`src/core/bscr_pkg.sv`:
```
// Purpose: constants and carrier types of the board special control block
// Assumes: 100 MHz ref_clk_in, 10-bit I/O addresses, byte-wide data
// Notes:   all offsets, bit positions and timing counts live here
////////////////////////////////////////////////////////////////////////////////
package bscr_pkg;
  // i/o decode
  localparam logic [9:0] BSCR_BASE_STD   = 10'h0e0;
  localparam logic [9:0] BSCR_BASE_ALT   = 10'h1e0;
  localparam logic [9:0] BSCR_OFS_CTRL   = 10'h000;
  localparam logic [9:0] BSCR_OFS_REFR   = 10'h001;
  localparam logic [7:0] BSCR_REFR_KEY   = 8'h5a;
  localparam logic [7:0] BSCR_RST_CTRL   = 8'h00;
  localparam logic [7:0] BSCR_RST_RDATA  = 8'h00;

  // special_control bit positions
  localparam int BSCR_B_LED      = 7;
  localparam int BSCR_B_JUMPER   = 6;
  localparam int BSCR_B_HEAT     = 5;
  localparam int BSCR_B_HEAT_NMI = 4;
  localparam int BSCR_B_THROTTLE = 3;
  localparam int BSCR_B_WD_EXP   = 2;
  localparam int BSCR_B_WD_NMI   = 1;
  localparam int BSCR_B_WD_RST   = 0;

  // watchdog timing
  localparam int unsigned BSCR_CLK_PERIOD_NS = 10;
  localparam int unsigned BSCR_WDOG_TIME_MS  = 1000;
  localparam int unsigned BSCR_NS_PER_MS     = 1000000;
  localparam int unsigned BSCR_WDOG_CYCLES   =
    (BSCR_WDOG_TIME_MS * BSCR_NS_PER_MS + BSCR_CLK_PERIOD_NS - 1)
    / BSCR_CLK_PERIOD_NS;
  localparam int BSCR_WDOG_CW = 27;
  localparam logic [BSCR_WDOG_CW-1:0] BSCR_WDOG_ZERO = 27'h0000000;
  localparam logic [BSCR_WDOG_CW-1:0] BSCR_WDOG_ONE  = 27'h0000001;

  // host i/o request
  typedef struct packed {
    logic       wr;
    logic       rd;
    logic [9:0] addr;
    logic [7:0] wdata;
  } bscr_io_req_type;

  // answer to the host
  typedef struct packed {
    logic       ack;
    logic [7:0] rdata;
  } bscr_io_rsp_type;

  // setup choices
  typedef struct packed {
    logic alt_base;
    logic ports_en;
  } bscr_setup_type;

  // board-level controls
  typedef struct packed {
    logic led;
    logic throttle;
    logic heat_nmi;
    logic wdog_nmi;
    logic wdog_reset;
  } bscr_ctl_type;

  // watchdog states
  typedef enum logic [2:0] {
    BSCR_WD_IDLE  = 3'b001,
    BSCR_WD_COUNT = 3'b010,
    BSCR_WD_FIRED = 3'b100
  } bscr_wd_state_type;
endpackage

```
`src/core/bscr_sync.sv`:
```
// Purpose: two-flop synchroniser for pins from outside the clock domain
// Assumes: inputs are slow levels
// Notes:   first stage is read only by the second
////////////////////////////////////////////////////////////////////////////////
`timescale 1ns/10ps
`default_nettype none
module bscr_sync #(
  parameter int W = 1
) (
  input  wire logic         ref_clk_in,
  input  wire logic         rstn_in,
  input  wire logic [W-1:0] d_in,
  output logic      [W-1:0] q_out
);
  typedef struct packed {
    logic [W-1:0] s1;
    logic [W-1:0] s2;
  } bscr_sync_state_type;

  bscr_sync_state_type st;
  bscr_sync_state_type next_st;

  // shift through two stages
  always_comb begin
    next_st    = st;
    next_st.s1 = d_in;
    next_st.s2 = st.s1;
  end

  // registered stages
  always_ff @(posedge ref_clk_in) begin
    if (!rstn_in) begin
      st <= '0;
    end else begin
      st <= next_st;
    end
  end

  assign q_out = st.s2;
endmodule // bscr_sync
`default_nettype wire

```
`src/core/bscr_wdog.sv`:
```
// Purpose: watchdog timeout counter with sticky expiry
// Assumes: refresh_in is a one-cycle pulse on the same clock
// Notes:   expiry stays until a refresh; period is TIMEOUT_CYC cycles
////////////////////////////////////////////////////////////////////////////////
`timescale 1ns/10ps
`default_nettype none
module bscr_wdog #(
  parameter int unsigned TIMEOUT_CYC = bscr_pkg::BSCR_WDOG_CYCLES
) (
  input  wire logic ref_clk_in,
  input  wire logic rstn_in,
  input  wire logic run_in,
  input  wire logic refresh_in,
  output logic      expired_out,
  output logic      fire_out
);
  localparam int              CW   = bscr_pkg::BSCR_WDOG_CW;
  localparam logic [CW-1:0]   LAST = CW'(TIMEOUT_CYC - 1);

  typedef struct packed {
    bscr_pkg::bscr_wd_state_type       fsm;
    logic [bscr_pkg::BSCR_WDOG_CW-1:0] cnt;
    logic                              expired;
    logic                              fire;
  } bscr_wd_type;

  bscr_wd_type st;
  bscr_wd_type next_st;

  // count while enabled, restart on refresh
  always_comb begin
    next_st      = st;
    next_st.fire = 1'b0;
    if (refresh_in) begin
      next_st.expired = 1'b0;
    end
    unique case (st.fsm)
      bscr_pkg::BSCR_WD_IDLE: begin
        next_st.cnt = bscr_pkg::BSCR_WDOG_ZERO;
        if (run_in) begin
          next_st.fsm = bscr_pkg::BSCR_WD_COUNT;
        end
      end
      bscr_pkg::BSCR_WD_COUNT: begin
        if (!run_in) begin
          next_st.fsm = bscr_pkg::BSCR_WD_IDLE;
        end else if (refresh_in) begin
          next_st.cnt = bscr_pkg::BSCR_WDOG_ZERO;
        end else if (st.cnt == LAST) begin
          next_st.fsm     = bscr_pkg::BSCR_WD_FIRED;
          next_st.expired = 1'b1;
          next_st.fire    = 1'b1;
        end else begin
          next_st.cnt = st.cnt + bscr_pkg::BSCR_WDOG_ONE;
        end
      end
      bscr_pkg::BSCR_WD_FIRED: begin
        next_st.cnt = bscr_pkg::BSCR_WDOG_ZERO;
        if (!run_in) begin
          next_st.fsm = bscr_pkg::BSCR_WD_IDLE;
        end else if (refresh_in) begin
          next_st.fsm = bscr_pkg::BSCR_WD_COUNT;
        end
      end
      default: begin
        next_st.fsm = bscr_pkg::BSCR_WD_IDLE;
      end
    endcase
  end

  // state register
  always_ff @(posedge ref_clk_in) begin
    if (!rstn_in) begin
      st <= '{fsm: bscr_pkg::BSCR_WD_IDLE, default: '0};
    end else begin
      st <= next_st;
    end
  end

  assign expired_out = st.expired;
  assign fire_out    = st.fire;
endmodule // bscr_wdog
`default_nettype wire

```
`src/core/bscr_top.sv`:
```
// Purpose: special control register and watchdog refresh port, I/O mapped
// Assumes: host strobes are one-cycle pulses on ref_clk_in; setup inputs
//          come from logic on the same clock; pins are asynchronous
// Notes:   answers are registered one cycle after the strobe
////////////////////////////////////////////////////////////////////////////////
`timescale 1ns/10ps
`default_nettype none
module bscr_top #(
  parameter int unsigned WDOG_TIMEOUT_CYC = bscr_pkg::BSCR_WDOG_CYCLES
) (
  input  wire logic                     ref_clk_in,
  input  wire logic                     rstn_in,
  input  wire bscr_pkg::bscr_io_req_type io_req_in,
  input  wire bscr_pkg::bscr_setup_type  setup_in,
  input  wire logic                     jumper_pin_in,
  input  wire logic                     heat_pin_in,
  input  wire logic                     force_thr_pin_in,
  output bscr_pkg::bscr_io_rsp_type     io_rsp_out,
  output bscr_pkg::bscr_ctl_type        ctl_out
);

  //////////////////////////////////////////////////////////////////////////////
  // synchronised pins

  logic [2:0] pins_raw;
  logic [2:0] pins_sync;
  logic       jumper_input_status;
  logic       cpu_heat_flag;
  logic       forced_thr;

  assign pins_raw = {force_thr_pin_in, heat_pin_in, jumper_pin_in};

  // pins pass two flops before use
  bscr_sync #(
    .W (3)
  ) u_pin_sync (
    .ref_clk_in (ref_clk_in),
    .rstn_in    (rstn_in),
    .d_in       (pins_raw),
    .q_out      (pins_sync)
  );

  assign jumper_input_status = pins_sync[0];
  assign cpu_heat_flag       = pins_sync[1];
  assign forced_thr          = pins_sync[2];

  //////////////////////////////////////////////////////////////////////////////
  // state

  typedef struct packed {
    logic                      heat_nmi_enable;
    logic                      watchdog_nmi_enable;
    logic                      watchdog_reset_enable;
    bscr_pkg::bscr_io_rsp_type rsp;
    bscr_pkg::bscr_ctl_type    ctl;
  } bscr_state_type;

  bscr_state_type st;
  bscr_state_type next_st;

  //////////////////////////////////////////////////////////////////////////////
  // address decode

  logic [9:0] base;
  logic       hit_ctrl;
  logic       hit_refr;
  logic       wr_ctrl;
  logic       rd_ctrl;
  logic       refresh;
  logic       wd_run;
  logic       wd_expired;
  logic       wd_fire;
  logic [7:0] special_control;

  // base follows the setup choice, ports vanish when disabled
  always_comb begin
    base = setup_in.alt_base ? bscr_pkg::BSCR_BASE_ALT
                             : bscr_pkg::BSCR_BASE_STD;
    hit_ctrl = setup_in.ports_en &&
               io_req_in.addr == base + bscr_pkg::BSCR_OFS_CTRL;
    hit_refr = setup_in.ports_en &&
               io_req_in.addr == base + bscr_pkg::BSCR_OFS_REFR;
    wr_ctrl  = hit_ctrl && io_req_in.wr;
    rd_ctrl  = hit_ctrl && io_req_in.rd;
    refresh  = hit_refr && io_req_in.wr &&
               io_req_in.wdata == bscr_pkg::BSCR_REFR_KEY;
  end

  //////////////////////////////////////////////////////////////////////////////
  // watchdog

  // runs while either response is armed
  assign wd_run = st.watchdog_reset_enable || st.watchdog_nmi_enable;

  bscr_wdog #(
    .TIMEOUT_CYC (WDOG_TIMEOUT_CYC)
  ) u_wdog (
    .ref_clk_in  (ref_clk_in),
    .rstn_in     (rstn_in),
    .run_in      (wd_run),
    .refresh_in  (refresh),
    .expired_out (wd_expired),
    .fire_out    (wd_fire)
  );

  //////////////////////////////////////////////////////////////////////////////
  // read image

  // live status bits beside stored controls
  always_comb begin
    special_control                            = bscr_pkg::BSCR_RST_CTRL;
    special_control[bscr_pkg::BSCR_B_LED]      = st.ctl.led;
    special_control[bscr_pkg::BSCR_B_JUMPER]   = jumper_input_status;
    special_control[bscr_pkg::BSCR_B_HEAT]     = cpu_heat_flag;
    special_control[bscr_pkg::BSCR_B_HEAT_NMI] = st.heat_nmi_enable;
    special_control[bscr_pkg::BSCR_B_THROTTLE] = st.ctl.throttle;
    special_control[bscr_pkg::BSCR_B_WD_EXP]   = wd_expired;
    special_control[bscr_pkg::BSCR_B_WD_NMI]   = st.watchdog_nmi_enable;
    special_control[bscr_pkg::BSCR_B_WD_RST]   = st.watchdog_reset_enable;
  end

  //////////////////////////////////////////////////////////////////////////////
  // next state

  always_comb begin
    next_st           = st;
    next_st.rsp.ack   = hit_ctrl && (io_req_in.rd || io_req_in.wr) ||
                        hit_refr && io_req_in.wr;
    next_st.rsp.rdata = bscr_pkg::BSCR_RST_RDATA;
    if (rd_ctrl) begin
      next_st.rsp.rdata = special_control;
    end
    // writable bits; status bits ignore writes
    if (wr_ctrl) begin
      next_st.ctl.led =
        io_req_in.wdata[bscr_pkg::BSCR_B_LED];
      next_st.heat_nmi_enable =
        io_req_in.wdata[bscr_pkg::BSCR_B_HEAT_NMI];
      next_st.ctl.throttle =
        io_req_in.wdata[bscr_pkg::BSCR_B_THROTTLE];
      next_st.watchdog_nmi_enable =
        io_req_in.wdata[bscr_pkg::BSCR_B_WD_NMI];
      next_st.watchdog_reset_enable =
        io_req_in.wdata[bscr_pkg::BSCR_B_WD_RST];
    end
    if (forced_thr) begin
      next_st.ctl.throttle = 1'b1;
    end
    // nmi levels follow cause and gate
    next_st.ctl.heat_nmi =
      cpu_heat_flag && next_st.heat_nmi_enable;
    next_st.ctl.wdog_nmi =
      wd_expired && next_st.watchdog_nmi_enable;
    // one-cycle reset request on expiry
    next_st.ctl.wdog_reset =
      wd_fire && st.watchdog_reset_enable;
  end

  //////////////////////////////////////////////////////////////////////////////
  // registers

  // all controls clear on reset
  always_ff @(posedge ref_clk_in) begin
    if (!rstn_in) begin
      st <= '0;
    end else begin
      st <= next_st;
    end
  end

  assign io_rsp_out = st.rsp;
  assign ctl_out    = st.ctl;
endmodule // bscr_top
`default_nettype wire

```
`config.mk`:
```
export PLATFORM = sky130hd
export DESIGN_NAME = bscr_top
export DESIGN_NICKNAME = d
export VERILOG_FILES = /design/src/core/bscr_pkg.sv /design/src/core/bscr_sync.sv /design/src/core/bscr_wdog.sv /design/src/core/bscr_top.sv
export SDC_FILE = /design/constraint.sdc
export NUM_CORES = 1
export LEC_CHECK = 0
export BUFFER_PORTS_ARGS = -buffer_cell sky130_fd_sc_hd__buf_2
export CAP_MARGIN = 10
export CORE_MARGIN = 2
export CORE_UTILIZATION = 35
export CTS_BUF_LIST = sky130_fd_sc_hd__clkbuf_4 sky130_fd_sc_hd__clkbuf_8 sky130_fd_sc_hd__clkbuf_16
export DETAILED_ROUTE_END_ITERATION = 6
export SYNTH_ARGS = -nofsm -noshare
export SYNTH_HDL_FRONTEND = slang
export SYNTH_HIERARCHICAL = 1
export SYNTH_SLANG_ARGS = --single-unit
```
`constraint.sdc`:
```
create_clock -name ref_clk_in -period 9 [get_ports ref_clk_in]
set_input_delay 2.25 -clock ref_clk_in [delete_from_list [all_inputs] [get_ports ref_clk_in]]
set_output_delay 2.25 -clock ref_clk_in [all_outputs]
set_load 0.01 [all_outputs]
```
### After elaboration in Yosys (flattened, before gate mapping)

Index checks and enable logic that the tools add are counted.
Widths: inputs -> output; s select.

* add/sub/neg operators: 2
* equal/unequal tests: 13
* multiplexer cells: 19
* bitwise gates (word level): 3
* reduce and logical (&&, ||, !) cells: 20

Operators by type and width (number)
* $mux 27: 2
* $pmux 27 s2: 1
* $mux 29: 1
* $add 27x1->27 const B: 1
* $eq 27x27->1 const B: 1
* $mux 3: 7
* $ne 3x3->1 const B: 4
* $add 9x1->10 const B: 1
* $eq 10x10->1: 1
* $eq 10x9->1: 1
* $logic_and 1x1->1: 10
* $mux 9: 1
* $pmux 3 s3: 1
* $eq 8x7->1 const B: 1
* $mux 2: 3
* $ne 2x1->1 const B: 2
* $reduce_and 4->1: 1
* $reduce_bool 2->1: 2
* $reduce_or 4->1: 1
* $eq 3x1->1 const B: 1
* $eq 3x2->1 const B: 1
* $eq 3x3->1 const B: 1
* $logic_or 1x1->1: 3
* $mux 1: 3
* other kinds (4): 6

* bits in registers: 55
* input bits: 27
* output and inout bits: 14
* logic and storage cells: 73

### Longest topological paths before layout

* word-level depth: 11
* depth in mapped cells: 10
* gate-level depth less buffers: 10

### Cells and area by module

The synthesis kept the hierarchy.

Modules (own cells, without submodules)
* bscr_wdog: times used 1, cells an instance 197, area each 1785.5 sq um, sequential area each 640.6 sq um
* bscr_top: times used 1, cells an instance 60, area each 653.1 sq um, sequential area each 340.3 sq um
* bscr_sync: times used 1, cells an instance 12, area each 157.7 sq um, sequential area each 120.1 sq um

### Worst setup path after synthesis

No wires, ideal clock.

* path type: input -> register
* start: input io_req_in[11] in the netlist's numbering
* end: register u_wdog/st[27] in the netlist's numbering
* setup time: 0.117 ns
* arrival: 4.625 ns
* required time: 8.883 ns
* setup slack: 4.257 ns
* stages on the path: 10
* buffers on the path: 0
* path through: or4b_4 nor4b_2 nand2_1 nor4_1 and4bb_2 nand4_2 o21ai_4 a2111oi_4 xnor2_1 nor2_1

* cells in the longest elaborated chain, start to end: 7
* elaborated cells between the ends (all ways): 9
* classes of those cells: eq/ne (2); mux (3); reduce/logical (4)

Ends and longest elaborated chain
* start, declared: line bscr_top.sv:13 `input wire bscr_pkg::bscr_io_req_type io_req_in,`
* $eq 10x10->1 *: line bscr_top.sv:82 `io_req_in.addr == base + bscr_pkg::BSCR_OFS_REFR;`
* $logic_and 1x1->1 *: line bscr_top.sv:81 `hit_refr = setup_in.ports_en &&`
* $logic_and 1x1->1 * (2 in series): line bscr_top.sv:85 `refresh = hit_refr && io_req_in.wr &&`
* via refresh: line bscr_top.sv:69 `logic refresh;`
* $mux 27: line bscr_wdog.sv:47 `end else if (refresh_in) begin`
* $mux 29: line bscr_wdog.sv:45 `if (!run_in) begin`
* $pmux 27 s2: line bscr_wdog.sv:37 `unique case (st.fsm)`
* end signal, assigned: line bscr_wdog.sv:76 `st <= next_st;`
* end, declared: line bscr_wdog.sv:27 `bscr_wd_type st;`

Mark *: on every way through the listed nets, which the timed path passes. The rest lies on a longest branch. The select of a mux whose other input is x is not followed.
A chain may end at the register's enable or synchronous reset.

### Final worst setup path

Ends and elaborated chain as after synthesis.

==> impl_metrics.json <==
{
  "antenna-diode-count": 0,
  "num-nets-final": 337,
  "post_cts_resize_count": 0,
  "cts.sinks": 55,
  "cts.htree.levels": 2,
  "critical_path_required_ns": 9.20,
  "fin_setup_tns_ns": 0,
  "skew_ns": 0.006627,
  "synth_sequential_area_ratio": 0.4241,
  "synthTopCellsByArea": "dfxtp_1 42%, xnor2_1 7.4%, nor2_1 5.1%, and2_1 4.3%, nand2_1 3.2%",
  "timing.slew.headroom": 0.4815,
  "cts_buffers": 5,
  "cp_max_fo": 6,
  "layout_setup_ws_ns": 4.043,
  "status": "complete, no violations",
  "num_vias": 1956,
  "unrepaired_setup_endpoints_after_global_routing": "false",
  "die_y_extent_microns": 90.13,
  "die_area_sq_mm": 0.008123,
  "grt_first_pass_wirelength_microns": 8493,
  "fin_hold_ws_ns": 0.4318,
  "grt_remaining_overflow": 0,
  "n_fill_cell": 762,
  "cp_cell_sequence": "buf_2 > or4b_4 > nor4b_2 > nand2_1 > nor4_1 > and4bb_2 > nand4_2 > o21ai_4 > a2111oi_4 > xnor2_1 > nor2_1",
  "max_freq_mhz": 201.7,
  "timing.final.max_slew_violations": 0,
  "worst_hold_path.endpoint": "io_rsp_out[6]$_SDFF_PN0_",
  "transition_time_of_the_tightest_slew_check_pin_ns": 0.7707,
  "core_sq_mm": 0.007214,
  "initial_utilization": 0.3599,
  "avgViaCountPerCell": 4.782,
  "count_of_placed_standard_cells_including_taps": 401,
  "cellPowerDensity_mw_per_mm2": 134.7,
  "yosysTopAreaCell": "dfxtp_1",
  "core.rowCount": 31,
  "path_clk_slew_ns": 0.11,
  "antenna_violating_nets_left": 0,
  "synthesis.instances": 269,
  "syn_avg_cell_area_sq_um": 9.651,
  "crit_buf_inv": 1,
  "mostFrequentLayoutCell": "dfxtp_1",
  "synth-edff-count": 0,
  "drive_above_1_share": 0.2581,
  "netlist.area_leader.share": 0.4241,
  "clkLatencyLatePin_ns": 0.31,
  "gr-usage-all-layers": 0.1272,
  "p_leak_nw": 1.096,
  "cts_tree": "built",
  "cts_post_setup_buffers_inserted": 0,
  "multi_input_area_sq_mm": 0.001424,
  "die_x_microns": 90.13,
  "gp_congestion": 0.7843,
  "synth-warning-count": 6,
  "timing.rr.start": "u_wdog/st[10]$_SDFFE_PN0P_",
  "regToRegSetupSlack_ns": 7.07,
  "detailedRoute.firstIterationViolations": 116,
  "startpoint": "io_req_in[11]",
  "register_area_sq_mm": 0.001101,
  "worst_min_delay_path_category": "flop to flop",
  "timing.critical_path.to_type": "flop",
  "ys_async_sr_fraction": 0,
  "io_pins": 41,
  "crit_path_max_incr_delay_ns": 0.68,
  "drv_cap": 0,
  "period_share": 0.5508,
  "ctsLongestPathBuffers": 2,
  "ys.flop_type": "dfxtp_1",
  "cp_top_delay_family": "simple AND/OR/NAND/NOR gates",
  "crit_type": "input port to flop",
  "worstSetupStartpointType": "input port",
  "port_buffers": 40,
  "first_pass_iters": 4,
  "drcViolationCount": 0,
  "hold_start": "u_pin_sync/q_out[0]$_SDFF_PN0_",
  "layout-area-overhead-vs-synth_pct": 14.41,
  "hold-path-cell-count": 1,
  "final_period_minus_worst_setup_slack_ns": 4.957,
  "pre_cts_slack_ns": 3.711,
  "clock_tree.root_cell": "clkbuf_8",
  "synthesized_nets": 297,
  "yosys_register_bits": 55,
  "worst_voltage_drop_across_the_vdd_grid_mv": 0.08546,
  "grt_start_max_net_pins": 29,
  "logic_depth_of_the_worst_register_to_register_path": 6,
  "worst_r2r_endpoint": "u_wdog/st[28]$_SDFFE_PN0P_",
  "post_synth_num_cell_types": 64,
  "postRouteWirelength_microns": 5024,
  "post_synth_instance_area_sq_mm": 0.002596,
  "layout_common_cells": "55 x dfxtp_1, 40 x buf_2, 35 x nor2_1",
  "dp.final_hpwl_microns": 3680,
  "cp_slowest_cell": "nor4_1",
  "cts_hold_repair.buffers": 0,
  "final_report_hold_violation_count": 0,
  "antenna_found_initial": 0,
  "grt_pass1_vias": 1816,
  "worst-endpoint-arrival_ns": 5.16,
  "layout.cells.non_filler": 409,
  "setup_viol": 0,
  "wire_per_inst_microns": 12.28
}
power breakdown:
group	total [mW]	internal, mW	leakage (nW)	switching (mW)
Combinational	0.0114	0.00644	0.603	0.00499
Sequential	0.245	0.245	0.444	0.000456
Clock	0.143	0.0575	0.0491	0.0860
worst max-delay path by stage:
| stage | to | cells after the start |
|---|---|---|
| final | u_wdog/st[27]$_SDFFE_PN0P_ | 11 |
| after global routing | u_wdog/st[4]$_SDFFE_PN0P_ | 11 |
| after CTS | u_wdog/st[27]$_SDFFE_PN0P_ | 11 |
| after detailed placement | u_wdog/st[27]$_SDFFE_PN0P_ | 11 |
| after global placement | u_wdog/st[27]$_SDFFE_PN0P_ | 11 |
| after floorplan | u_wdog/st[27]$_SDFFE_PN0P_ | 10 |
flip-flops by register name, indices dropped and copies added, names as in the netlist:
signal	flops
u_wdog/expired_out	1
u_wdog/fire_out	1
u_wdog/st	30
io_rsp_out	9
u_pin_sync/q_out	3
special_control	3
u_pin_sync/next_st	3
ctl_out	5
layout make-up:
class | instances | area share
Multi-Input combinational cell | 201 | 0.4794
Sequential cell | 55 | 0.3707
Clock inverter | 3 | 0.008846
Timing Repair Buffer | 41 | 0.06992
Tap cell | 99 | 0.04170
Inverter | 5 | 0.006318
Clock buffer | 5 | 0.02317
cells by family after synthesis:
| kind of cell | synth area share |
|---|---|
| AOI/OAI and AO/OA | 0.1272 |
| muxes | 0.01928 |
| DFF | 0.4241 |
| buffers and inverters | 0.02747 |
| and+or+nand+nor | 0.3133 |
| xor gates and xnor gates | 0.08386 |
| adders and majority gates | 0.004819 |
routing by layer:
| layer | vias to the layer above | track usage | wire length, microns |
|---|---|---|---|
| met5 | - | 0 | 0 |
| met4 | 0 | 0.03846 | 44 |
| met3 | 4 | 0.03101 | 228 |
| met2 | 38 | 0.2080 | 2257 |
| met1 | 892 | 0.1662 | 2493 |
| li1 | 1022 | - | - |
synth_stat cells (all sizes together), types with 3 or more instances:
cell and count:
nand4 6, mux2i 5, a21oi 13, and4 4
nand3 7, a21boi 5, nand2 24, a31o 4
nand2b 3, buf 6, o21ai 3, a211oi 3
nor2b 4, dfxtp 55, nor2 37, nor4 5
and3 6, xnor2 23, and2 19, inv 5
metrics by stage:
| stage | util | power [mW] | area (sq um) |
|---|---|---|---|
| floorplan | - | 0.2554 | 2596 |
| global placement | 0.3985 | 0.2622 | 2875 |
| detailed placement | 0.3985 | 0.2623 | 2875 |
| CTS | 0.4117 | 0.4084 | 2970 |
| global route | 0.4117 | 0.4174 | 2970 |
| finish | 0.4117 | 0.4000 | 2970 |
Power figures use the tool's default switching activity.
